==> src/hw/pcm_pkg.sv <==
// constants, codes and carriers of the pcm voice serial port
// assumes one core clock at CORE_HZ; shared by design and bench
package pcm_pkg;
  localparam int unsigned CORE_HZ       = 250_000_000;
  localparam int unsigned CORE_MHZ      = CORE_HZ / 1_000_000;
  localparam int unsigned SYNTH_REF_MHZ = 24;
  localparam int unsigned FRAME_HZ      = 8000;
  localparam int unsigned KHZ_128       = 128;
  localparam int unsigned KHZ_256       = 256;
  localparam int unsigned KHZ_512       = 512;
  // accumulator modulus on the low-rate path: steps are kHz of edge rate
  localparam logic [21:0] MOD_LOW       = 22'(CORE_HZ / 1000);
  localparam logic [11:0] FRAME_128     = 12'(KHZ_128 * 1000 / FRAME_HZ);
  localparam logic [11:0] FRAME_256     = 12'(KHZ_256 * 1000 / FRAME_HZ);
  localparam logic [11:0] FRAME_512     = 12'(KHZ_512 * 1000 / FRAME_HZ);
  localparam int unsigned SYNC_DIV      = 8;
  localparam logic [1:0]  RATE_256      = 2'h0;
  localparam logic [1:0]  RATE_128      = 2'h1;
  localparam logic [1:0]  RATE_512      = 2'h2;
  localparam logic [1:0]  FMT_13        = 2'h0;
  localparam logic [1:0]  FMT_16        = 2'h1;
  localparam logic [1:0]  FMT_8W        = 2'h2;
  localparam logic [1:0]  FMT_8N        = 2'h3;
  localparam logic [11:0] SYNC_LONG     = 12'h008;
  localparam logic [11:0] SYNC_LONG_EXT = 12'h010;
  localparam logic [3:0]  LAST_NARROW   = 4'h7;
  localparam logic [3:0]  LAST_WIDE     = 4'hf;
  localparam logic [11:0] SPAN_NARROW   = 12'h020;
  localparam logic [11:0] SPAN_WIDE     = 12'h040;
  localparam logic [3:0]  ALL_SLOTS     = 4'hf;
  localparam logic [3:0]  THREE_SLOTS   = 4'h7;
  localparam logic [11:0] BIT_CNT_RST   = 12'hfff;
  localparam logic [11:0] FRAME_LEN_RST = 12'hfff;
  localparam logic [21:0] ACC_RST       = 22'h00_0000;

  typedef enum logic [1:0] {PAD_SIGN, PAD_ZERO, PAD_ATTEN} pad_t;

  typedef struct packed {
    logic       slave_mode;
    logic       short_sync;
    pad_t       pad_mode;
    logic [2:0] atten_code;
    logic       lsb_first;
    logic       tx_tristate;
    logic       tristate_rise;
    logic       sync_suppress;
    logic       gci_mode;
    logic       mute;
    logic       high_rate_synth_select;
    logic       long_sync_len;
    logic [1:0] master_clk_rate;
    logic [3:0] active_slot;
    logic [1:0] sample_format;
  } pcm_cfg_t;

  typedef struct packed {
    logic [7:0]  sync_limit;
    logic [7:0]  clk_step_increment;
    logic [12:0] clk_step_modulus;
  } low_jitter_synth_key_t;

  typedef struct packed {
    logic [1:0]  slot;
    logic [15:0] data;
  } voice_word_t;
endpackage

==> src/hw/pcm_voice_serial_port.sv <==
// pcm voice serial port: master/slave framing, slots, formats, pins
// assumes tx samples are steady around tx_take and pins are async
// Overview of operation
// RULE1: master bit clock runs at 128, 256 or 512 kHz.
// RULE2: slave accepts an external bit clock up to 2048 kHz.
// RULE3: 13-bit, 16-bit linear and 8-bit companded samples at 8 ksamples/s.
// RULE4: at most three links, each on one of the first four slots.
// RULE5: master drives bit clock and sync; slave takes both from outside.
// RULE6: long sync: rising sync edge marks the start of a word.
// RULE7: long sync master holds sync high for 8 bit clocks.
// RULE8: slave long sync lasts two falling edges up to 62.5 us.
// RULE9: input sampled on falling edges, output launched on rising edges.
// RULE10: optional output release after last active bit, on fall or next rise.
// RULE11: short sync: falling sync edge starts word, pulse one bit clock.
// RULE12: gci mode gives access to both 64 kbit/s b channels.
// RULE13: gci frame starts on rising sync at 8 kHz; slave clock to 4.096 MHz.
// RULE14: slots span 8 or 16 clocks; 8-clock slots only for 8-bit samples. Code also uses 8-clock slots in gci mode for any sample format.
// RULE15: bit order selectable, msb first or lsb first.
// RULE16: unused bits of 16-clock slots: sign, zeros or 3-bit attenuation.
// RULE17: mute drives the serial output as zero.
// RULE18: sync suppression holds master sync low, bit clock keeps running.
// RULE19: low-rate synthesis limits clock to 128/256/512 kHz, sync to 8 kHz.
// RULE20: high-rate synthesis with long sync: sync length 8 or 16 clocks.
// RULE21: high-rate bit clock equals increment over modulus times 24 MHz.
// RULE22: high-rate sync equals bit clock over eight times sync divider.
`timescale 1ns/1ns
module pcm_voice_serial_port (
  // clock, reset, enable
  input  wire logic                          core_clk,
  input  wire logic                          sys_rst,
  input  wire logic                          ce,
  // configuration
  input  wire pcm_pkg::pcm_cfg_t             cfg,
  input  wire pcm_pkg::low_jitter_synth_key_t jit,
  // voice samples
  input  wire logic [3:0][15:0]              tx_sample,
  output logic                               tx_take,
  output logic [1:0]                         tx_slot,
  output pcm_pkg::voice_word_t               rx_word,
  output logic                               rx_valid,
  // pins
  input  wire logic                          pcm_clk_in,
  input  wire logic                          pcm_sync_in,
  input  wire logic                          pcm_in,
  output logic                               pcm_clk_out,
  output logic                               pcm_clk_oe,
  output logic                               pcm_sync_out,
  output logic                               pcm_sync_oe,
  output logic                               pcm_out,
  output logic                               pcm_out_oe
);

  logic [21:0] acc, step, modulus, acc_sum;
  logic        wrap, rise_ev, fall_ev, slave, narrow;
  logic        clk_s1, clk_s2, clk_d, sync_s1, sync_s2, din_s1, din_s2;
  logic        sync_prev, restart, start_long, start_short, framed;
  logic [11:0] bit_cnt, next_bit, frame_len, master_len, learn_len;
  logic [11:0] sync_len, after_bit, rx_pos;
  logic [3:0]  mask, last;
  logic [6:0]  lc, cc, fc;
  logic        nx_act, cur_act, fol_act, release_early;
  logic [15:0] fresh, tx_hold, tx_src, rx_shift, rx_with;
  logic [3:0]  tidx, ridx;

  assign slave  = cfg.slave_mode;
  assign narrow = cfg.gci_mode || cfg.sample_format == pcm_pkg::FMT_8N; // [RULE14] [RULE12]
  assign last   = narrow ? pcm_pkg::LAST_NARROW : pcm_pkg::LAST_WIDE;
  // a fourth slot bit is dropped so no more than three links run
  assign mask   = cfg.active_slot &
                  ((cfg.active_slot == pcm_pkg::ALL_SLOTS) ? pcm_pkg::THREE_SLOTS
                                                           : pcm_pkg::ALL_SLOTS); // [RULE4]

  // step and modulus of the clock synthesiser
  always_comb begin
    if (cfg.high_rate_synth_select) begin
      step       = 22'(jit.clk_step_increment * (2 * pcm_pkg::SYNTH_REF_MHZ)); // [RULE21]
      modulus    = 22'(jit.clk_step_modulus * pcm_pkg::CORE_MHZ); // [RULE21]
      master_len = 12'(jit.sync_limit * pcm_pkg::SYNC_DIV); // [RULE22]
    end else begin
      modulus = pcm_pkg::MOD_LOW;
      case (cfg.master_clk_rate) // [RULE1] [RULE19]
        pcm_pkg::RATE_128: begin
          step       = 22'(2 * pcm_pkg::KHZ_128);
          master_len = pcm_pkg::FRAME_128;
        end
        pcm_pkg::RATE_512: begin
          step       = 22'(2 * pcm_pkg::KHZ_512);
          master_len = pcm_pkg::FRAME_512;
        end
        default: begin
          step       = 22'(2 * pcm_pkg::KHZ_256);
          master_len = pcm_pkg::FRAME_256;
        end
      endcase
    end
  end

  assign acc_sum = acc + step;
  assign wrap    = !slave && modulus != 22'h00_0000 && acc_sum >= modulus;

  // each wrap of the accumulator is one half period of the bit clock
  always_ff @(posedge core_clk) begin
    if (sys_rst) begin
      acc         <= pcm_pkg::ACC_RST;
      pcm_clk_out <= 1'b0;
    end else if (ce) begin
      if (slave) begin
        acc         <= pcm_pkg::ACC_RST;
        pcm_clk_out <= 1'b0;
      end else if (wrap) begin
        acc         <= acc_sum - modulus;
        pcm_clk_out <= ~pcm_clk_out; // [RULE5]
      end else if (modulus != 22'h00_0000) begin
        acc <= acc_sum;
      end
    end
  end

  // pin synchronisers; core clock is far above the 4.096 MHz slave limit
  always_ff @(posedge core_clk) begin
    if (sys_rst) begin
      {clk_s1, clk_s2, clk_d}    <= 3'h0;
      {sync_s1, sync_s2, din_s1} <= 3'h0;
      din_s2                     <= 1'b0;
    end else if (ce) begin
      clk_s1  <= pcm_clk_in; // [RULE2] [RULE13]
      clk_s2  <= clk_s1;
      clk_d   <= clk_s2;
      sync_s1 <= pcm_sync_in;
      sync_s2 <= sync_s1;
      din_s1  <= pcm_in;
      din_s2  <= din_s1;
    end
  end

  assign rise_ev = slave ? (clk_s2 && !clk_d) : (wrap && !pcm_clk_out);
  assign fall_ev = slave ? (!clk_s2 && clk_d) : (wrap && pcm_clk_out);

  // slave frame start, judged at falling edges
  assign start_long  = slave && !cfg.short_sync && sync_s2 && !sync_prev; // [RULE6] [RULE8] [RULE13]
  assign start_short = slave && cfg.short_sync && sync_s2; // [RULE11]

  assign frame_len = slave ? learn_len : master_len;
  assign next_bit  = (restart || bit_cnt >= frame_len - 12'h001) ? 12'h000
                                                                : bit_cnt + 12'h001;
  assign after_bit = bit_cnt + 12'h001;

  // bit position in frame; the slave learns the frame length from the sync
  always_ff @(posedge core_clk) begin
    if (sys_rst) begin
      bit_cnt   <= pcm_pkg::BIT_CNT_RST;
      learn_len <= pcm_pkg::FRAME_LEN_RST;
      restart   <= 1'b0;
      framed    <= 1'b0;
      // high so a sync already high at release is not taken as a start
      sync_prev <= 1'b1;
    end else if (ce) begin
      if (rise_ev) begin
        bit_cnt <= next_bit;
        restart <= 1'b0;
      end else if (fall_ev) begin
        sync_prev <= sync_s2;
        if (start_long) begin
          bit_cnt <= 12'h000;
          framed  <= 1'b1;
          // the partial run before the first start would teach a wrong length
          if (framed && bit_cnt != 12'h000)
            learn_len <= bit_cnt;
        end else if (start_short) begin
          restart <= 1'b1; // next rising edge launches bit 0
          framed  <= 1'b1;
          if (framed)
            learn_len <= after_bit;
        end
      end
    end
  end

  function automatic logic [6:0] locate(input logic [11:0] b, input logic nar);
    locate = nar ? {b < pcm_pkg::SPAN_NARROW, b[4:3], 1'b0, b[2:0]}
                 : {b < pcm_pkg::SPAN_WIDE, b[5:4], b[3:0]};
  endfunction

  // a slave start fall is bit 0 although the counter still holds the old count
  assign rx_pos  = start_long ? 12'h000 : bit_cnt;
  assign lc      = locate(next_bit, narrow);
  assign cc      = locate(rx_pos, narrow);
  assign fc      = locate(after_bit, narrow);
  // a slave stays silent until it has seen a frame start
  assign nx_act  = (!slave || framed) && lc[6] && mask[lc[5:4]];
  assign cur_act = (!slave || framed || start_long) && cc[6] && mask[cc[5:4]];
  assign fol_act = after_bit < frame_len && fc[6] && mask[fc[5:4]];
  assign tidx    = cfg.lsb_first ? lc[3:0] : last - lc[3:0]; // [RULE15]
  assign ridx    = cfg.lsb_first ? cc[3:0] : last - cc[3:0]; // [RULE15]

  // slot word from a sample: sign and zero padding sit on the msb side, attenuation padding on the lsb side
  always_comb begin
    logic [15:0] s;
    s = tx_sample[lc[5:4]];
    case (cfg.sample_format) // [RULE3] [RULE16]
      pcm_pkg::FMT_13:
        case (cfg.pad_mode)
          pcm_pkg::PAD_SIGN:  fresh = {{3{s[12]}}, s[12:0]};
          pcm_pkg::PAD_ATTEN: fresh = {s[12:0], cfg.atten_code};
          default:            fresh = {3'h0, s[12:0]};
        endcase
      pcm_pkg::FMT_16: fresh = s;
      pcm_pkg::FMT_8W:
        case (cfg.pad_mode)
          pcm_pkg::PAD_SIGN:  fresh = {{8{s[7]}}, s[7:0]};
          pcm_pkg::PAD_ATTEN: fresh = {s[7:0], 5'h00, cfg.atten_code};
          default:            fresh = {8'h00, s[7:0]};
        endcase
      default: fresh = {8'h00, s[7:0]};
    endcase
  end

  assign tx_src        = (lc[3:0] == 4'h0) ? fresh : tx_hold;
  assign release_early = cfg.tx_tristate && !cfg.tristate_rise && cur_act &&
                         cc[3:0] == last && !fol_act;

  // transmit: launched on rising edges only
  always_ff @(posedge core_clk) begin
    if (sys_rst) begin
      tx_hold    <= 16'h0000;
      tx_take    <= 1'b0;
      tx_slot    <= 2'h0;
      pcm_out    <= 1'b0;
      pcm_out_oe <= 1'b0;
    end else if (ce) begin
      tx_take <= 1'b0;
      if (rise_ev) begin
        if (nx_act) begin
          if (lc[3:0] == 4'h0) begin
            tx_hold <= fresh;
            tx_take <= 1'b1;
            tx_slot <= lc[5:4];
          end
          pcm_out    <= cfg.mute ? 1'b0 : tx_src[tidx]; // [RULE9] [RULE17]
          pcm_out_oe <= 1'b1;
        end else begin
          pcm_out    <= 1'b0;
          pcm_out_oe <= !cfg.tx_tristate; // [RULE10]
        end
      end else if (fall_ev && release_early) begin
        pcm_out_oe <= 1'b0; // [RULE10]
      end
    end
  end

  always_comb begin
    rx_with       = rx_shift;
    rx_with[ridx] = din_s2;
  end

  // receive: sampled on falling edges, word handed over at the last bit
  always_ff @(posedge core_clk) begin
    if (sys_rst) begin
      rx_shift <= 16'h0000;
      rx_word  <= '0;
      rx_valid <= 1'b0;
    end else if (ce) begin
      rx_valid <= 1'b0;
      if (fall_ev && cur_act) begin
        rx_shift <= rx_with; // [RULE9]
        if (cc[3:0] == last) begin
          rx_valid     <= 1'b1;
          rx_word.slot <= cc[5:4];
          case (cfg.sample_format) // [RULE3] [RULE16]
            pcm_pkg::FMT_13:
              rx_word.data <= (cfg.pad_mode == pcm_pkg::PAD_ATTEN)
                              ? {{3{rx_with[15]}}, rx_with[15:3]}
                              : {{3{rx_with[12]}}, rx_with[12:0]};
            pcm_pkg::FMT_16: rx_word.data <= rx_with;
            pcm_pkg::FMT_8W:
              rx_word.data <= (cfg.pad_mode == pcm_pkg::PAD_ATTEN)
                              ? {8'h00, rx_with[15:8]} : {8'h00, rx_with[7:0]};
            default: rx_word.data <= {8'h00, rx_with[7:0]};
          endcase
        end
      end
    end
  end

  // long sync is 16 clocks only on the high-rate path when asked
  assign sync_len = (cfg.high_rate_synth_select && cfg.long_sync_len)
                    ? pcm_pkg::SYNC_LONG_EXT : pcm_pkg::SYNC_LONG; // [RULE20]

  always_ff @(posedge core_clk) begin
    if (sys_rst) begin
      pcm_sync_out <= 1'b0;
      pcm_sync_oe  <= 1'b0;
      pcm_clk_oe   <= 1'b0;
    end else if (ce) begin
      pcm_sync_oe <= !slave; // [RULE5]
      pcm_clk_oe  <= !slave; // [RULE5]
      if (slave || cfg.sync_suppress) begin
        pcm_sync_out <= 1'b0; // [RULE18]
      end else if (rise_ev) begin
        if (cfg.short_sync && !cfg.gci_mode)
          pcm_sync_out <= next_bit == frame_len - 12'h001; // [RULE11]
        else
          pcm_sync_out <= next_bit < sync_len; // [RULE7] [RULE6] [RULE13]
      end
    end
  end

  // helper: core cycles since the last bit clock edge
  localparam int HALF_MIN = pcm_pkg::CORE_HZ / (2 * pcm_pkg::KHZ_512 * 1000) - 1;
  localparam int HALF_MAX = HALF_MIN + 1;
  logic [11:0] half_cnt;
  logic        half_seen, mode512;
  assign mode512 = !slave && !cfg.high_rate_synth_select &&
                   cfg.master_clk_rate == pcm_pkg::RATE_512;
  always_ff @(posedge core_clk) begin
    if (sys_rst || !mode512) begin
      half_cnt  <= 12'h000;
      half_seen <= 1'b0;
    end else if (ce && wrap) begin
      half_cnt  <= 12'h000;
      half_seen <= 1'b1;
    end else if (ce) begin
      half_cnt <= half_cnt + 12'h001;
    end
  end
endmodule

==> config.mk <==
export PLATFORM = sky130hd
export DESIGN_NAME = pcm_voice_serial_port
export DESIGN_NICKNAME = d
export VERILOG_FILES = /design/src/hw/pcm_pkg.sv /design/src/hw/pcm_voice_serial_port.sv
export SDC_FILE = /design/constraint.sdc
export NUM_CORES = 1
export LEC_CHECK = 0
export BUFFER_PORTS_ARGS = -buffer_cell sky130_fd_sc_hd__buf_2
export CAP_MARGIN = 20
export CELL_PAD_IN_SITES_DETAIL_PLACEMENT = 1
export CELL_PAD_IN_SITES_GLOBAL_PLACEMENT = 2
export CORE_MARGIN = 2
export CORE_UTILIZATION = 29
export DETAILED_ROUTE_END_ITERATION = 10
export GPL_TIMING_DRIVEN = 0
export PLACE_DENSITY_LB_ADDON = 0.1
export SLEW_MARGIN = 5
export SYNTH_ARGS = -nofsm -noshare
export SYNTH_HDL_FRONTEND = slang
export SYNTH_SLANG_ARGS = --single-unit
==> constraint.sdc <==
create_clock -name core_clk -period 10.4 [get_ports core_clk]
set_input_delay 1.56 -clock core_clk [delete_from_list [all_inputs] [get_ports core_clk]]
set_output_delay 1.56 -clock core_clk [all_outputs]
set_load 0.05 [all_outputs]
==> results.py <==
metrics = {
    "power": {
        "clkPwrFrac": 0.240,
        "power_frac_comb": 0.581,
        "sequentialPowerShare": 0.179,
        "power_switching_mw": 1.13,
        "ir_drop_uv": 86.9,
        "power_density_nw_per_um2": 172,
        "leakage_nw": 6.25,
        "p_int_mw": 1.36,
        "p_sw_frac": 0.453,
    },
    "setup_path": {
        "critPathKind": "in -> reg",
        "cp_max_fo": 10,
        "worst_setup_path_end_kind": "flip-flop",
        "start_kind": "primary input",
        "worstPathArrival_ns": 9.36,
        "required_ns": 10.77,
    },
    "detailed_routing": {
        "viasPerCell": 5.35,
        "wirelength_um": 47800,
        "ant_nets": 0,
        "vias": 12343,
        "first_pass_iters": 5,
        "first_iter_violations": 538,
        "wl_per_cell_um": 20.7,
        "drt_drc_violations_left": 0,
    },
    "sta": {
        "relSlewSlack": 0.376,
        "drv_slew": 0,
        "tns_ns": 0,
        "rsz0062_at_grt": "false",
        "finalCritPeriodShare": 0.864,
        "fin_crit_ns": 8.99,
        "fmax_mhz": 111,
        "skew_ns": 0.0159,
        "finalHoldViolCount": 0,
        "worst_pin_slew_ns": 0.933,
        "finalSetupViolations": 0,
    },
    "yosys": {
        "synth_top_cell_by_area": "dfxtp_1",
        "synth_cells": 1586,
        "ys_seq_elements": 114,
        "async_reset_ff_frac": 0,
        "synth_area_um2": 12500,
        "synthDistinctLibCells": 87,
        "synth.top_cell.area_share": 0.183,
        "synthTopCellsByArea": "dfxtp_1, ha_1, fa_1",
        "syn_area_per_cell_um2": 7.88,
        "synth-main-ff-cell": "dfxtp_1",
        "syn-num-nets": 1868,
        "synth_edf_count": 0,
        "yosysWarnings": 0,
        "seq_area_frac_synth": 0.183,
    },
    "global_routing": {
        "antenna_found_initial": 2,
        "grt_pass1_vias": 12400,
        "grtUsageTotal": 0.216,
        "grt_overflow_total": 0,
        "grt_max_degree": 17,
        "grt_pass1_wl_um": 74000,
    },
    "layout": {
        "multiInputGateArea_um2": 9420,
        "syn2layout_area_growth_pct": 16.0,
        "drive_above_1_share": 0.138,
        "antenna_cells": 0,
        "seqCellArea_um2": 2280,
        "nets": 2032,
        "fin_area_um2": 14500,
        "fin_cells": 2309,
        "fillers": 5287,
    },
    "placed_design": {
        "dpl-instance-area_um2": 13900,
        "io_buffers": 145,
        "dp_cells": 2277,
        "dp_hpwl_um": 39500,
        "place.gp.congestion": 0.834,
    },
    "cts": {
        "cts-htree-levels": 4,
        "cts_tree": "built",
        "clk_pin_slew_ns": 0.06,
        "clkSinkCount": 114,
        "hold_buffers": 0,
        "clock_latency_ns": 0.45,
        "cts-resized-gates": 0,
        "root_buffer": "clkbuf_16",
        "cts_buffers": 17,
        "postCtsSetupRepairBufs": 0,
        "clk_path_buf_depth": 2,
    },
    "die": {
        "core-area_um2": 42800,
        "die_h_um": 212,
        "die-area_um2": 44800,
        "io_pins": 150,
        "initial_core_util": 0.292,
        "rows": 76,
        "die_w_um": 212,
    },
    "status": {
        "outcome": "complete, no violations",
    },
    "min_path": {
        "min_path_type": "reg -> reg",
    },
    "flow_run": {
        "max_cap_viol_count": 0,
    },
}
final timing paths:
check                       startpoint                         to  slack (ns)  cells past startpoint
max                             jit[6]    tx_hold[8]$_SDFFE_PP0P_        1.41                     26
min          learn_len[0]$_SDFFE_PP1P_  learn_len[0]$_SDFFE_PP1P_        0.46                      1
max reg2reg        acc[5]$_SDFFE_PP0P_    bit_cnt[4]$_SDFFE_PP1P_        4.01                     20
min reg2reg  learn_len[0]$_SDFFE_PP1P_  learn_len[0]$_SDFFE_PP1P_        0.46                      1
metrics by stage:
step	hold slack [ns]	utilization	power [mW]	setup WS, ns
floorplan	0.435	-	1.50	2.58
global placement	0.444	0.325	1.87	0.928
detailed placement	0.449	0.325	1.89	0.887
CTS	0.464	0.339	2.50	1.31
global route	0.478	0.339	2.69	0.725
finish	0.461	0.339	2.49	1.41
critical path: stages:
cell and delay [ns]:
buf_2 0.13, inv_1 0.22, fa_1 0.52, fa_1 0.52, fa_1 0.53, fa_1 0.52
inv_1 0.04, ha_1 0.26, a21o_1 0.19, a21oi_1 0.33, o21ai_0 0.20, a211o_1 0.31
a21oi_1 0.37, o21bai_1 0.11, a21oi_1 0.18, xnor2_1 0.14, nand2_1 0.14, ha_1 0.43
nand4_1 0.15, a2111oi_0 0.55, o41a_2 0.31, a31oi_1 0.32, nor3_1 0.54, clkbuf_1 0.49
nand3_1 0.14, a21oi_1 0.15
state kept, by name, indices dropped and copies added (netlist names), 2 cells and up:
name and count:
acc 21, bit_cnt 12, learn_len 12, rx_shift 16
rx_word 18, tx_hold 16, tx_slot 2
placed cells by master, fill, tap and decap left out, drive strengths merged, types with 14 or more instances in the layout:
master	instances
nor2	190
buf	166
inv	124
nand2	123
ha	115
dfxtp	114
a21oi	90
clkbuf	77
o21ai	70
mux2i	64
xnor2	56
fa	45
a211oi	43
nand3	37
xor2	33
nor3	33
a21o	28
a211o	23
mux2	21
a22oi	20
nand2b	19
a31oi	19
o211ai	19
nand4	18
and2	16
and3	15
o21a	14
logic make-up (layout without fill, tap and decap cells):
kind of cell    after synthesis  in the layout  synth area share
fa+ha+maj                   160            160             0.187
mux                          86             86            0.0729
flops                       114            114             0.183
compound gates              429            429             0.237
simple gates                510            510             0.192
xor+xnor                     89             89            0.0654
buf+inv                     198            375            0.0629
cells in the mapped netlist, types with 14 or more instances:
cell,n
nor2_1,189
nand2_1,123
inv_1,116
ha_1,115
dfxtp_1,114
a21oi_1,89
o21ai_0,67
mux2i_1,63
clkbuf_1,59
xnor2_1,54
fa_1,45
a211oi_1,42
nand3_1,36
xor2_1,33
nor3_1,32
a21o_1,28
a211o_1,23
a22oi_1,20
a31oi_1,19
mux2_2,19
nand2b_1,19
o211ai_1,19
nand4_1,18
and2_1,16
and3_1,14
o21a_1,14
power by group through the flow:
| stage | clock network, mW | logic, mW | registers, mW |
|---|---|---|---|
| after floorplan | 0 | 1.04 | 0.458 |
| after global placement | 0 | 1.41 | 0.455 |
| after detailed placement | 0 | 1.43 | 0.455 |
| after CTS | 0.612 | 1.44 | 0.445 |
| after global routing | 0.632 | 1.62 | 0.446 |
| final | 0.596 | 1.45 | 0.445 |
cell type report:
cell class | count | area share
Buffer | 80 | 0.0235
Clock buffer | 18 | 0.0303
Clock inverter | 14 | 0.0100
Inverter | 118 | 0.0308
Multi-Input combinational cell | 1274 | 0.651
Sequential cell | 114 | 0.158
Tap cell | 546 | 0.0472
Timing Repair Buffer | 145 | 0.0501
layer usage:
layer | global-route usage | up-vias | wire length [µm]
met5 | 0 | - | 22
met4 | 0.0452 | 4 | 630
met3 | 0.0340 | 42 | 1520
met2 | 0.333 | 178 | 21000
met1 | 0.316 | 6082 | 24700
li1 | - | 6037 | -
Note: power is estimated with default switching activity, not from simulation.
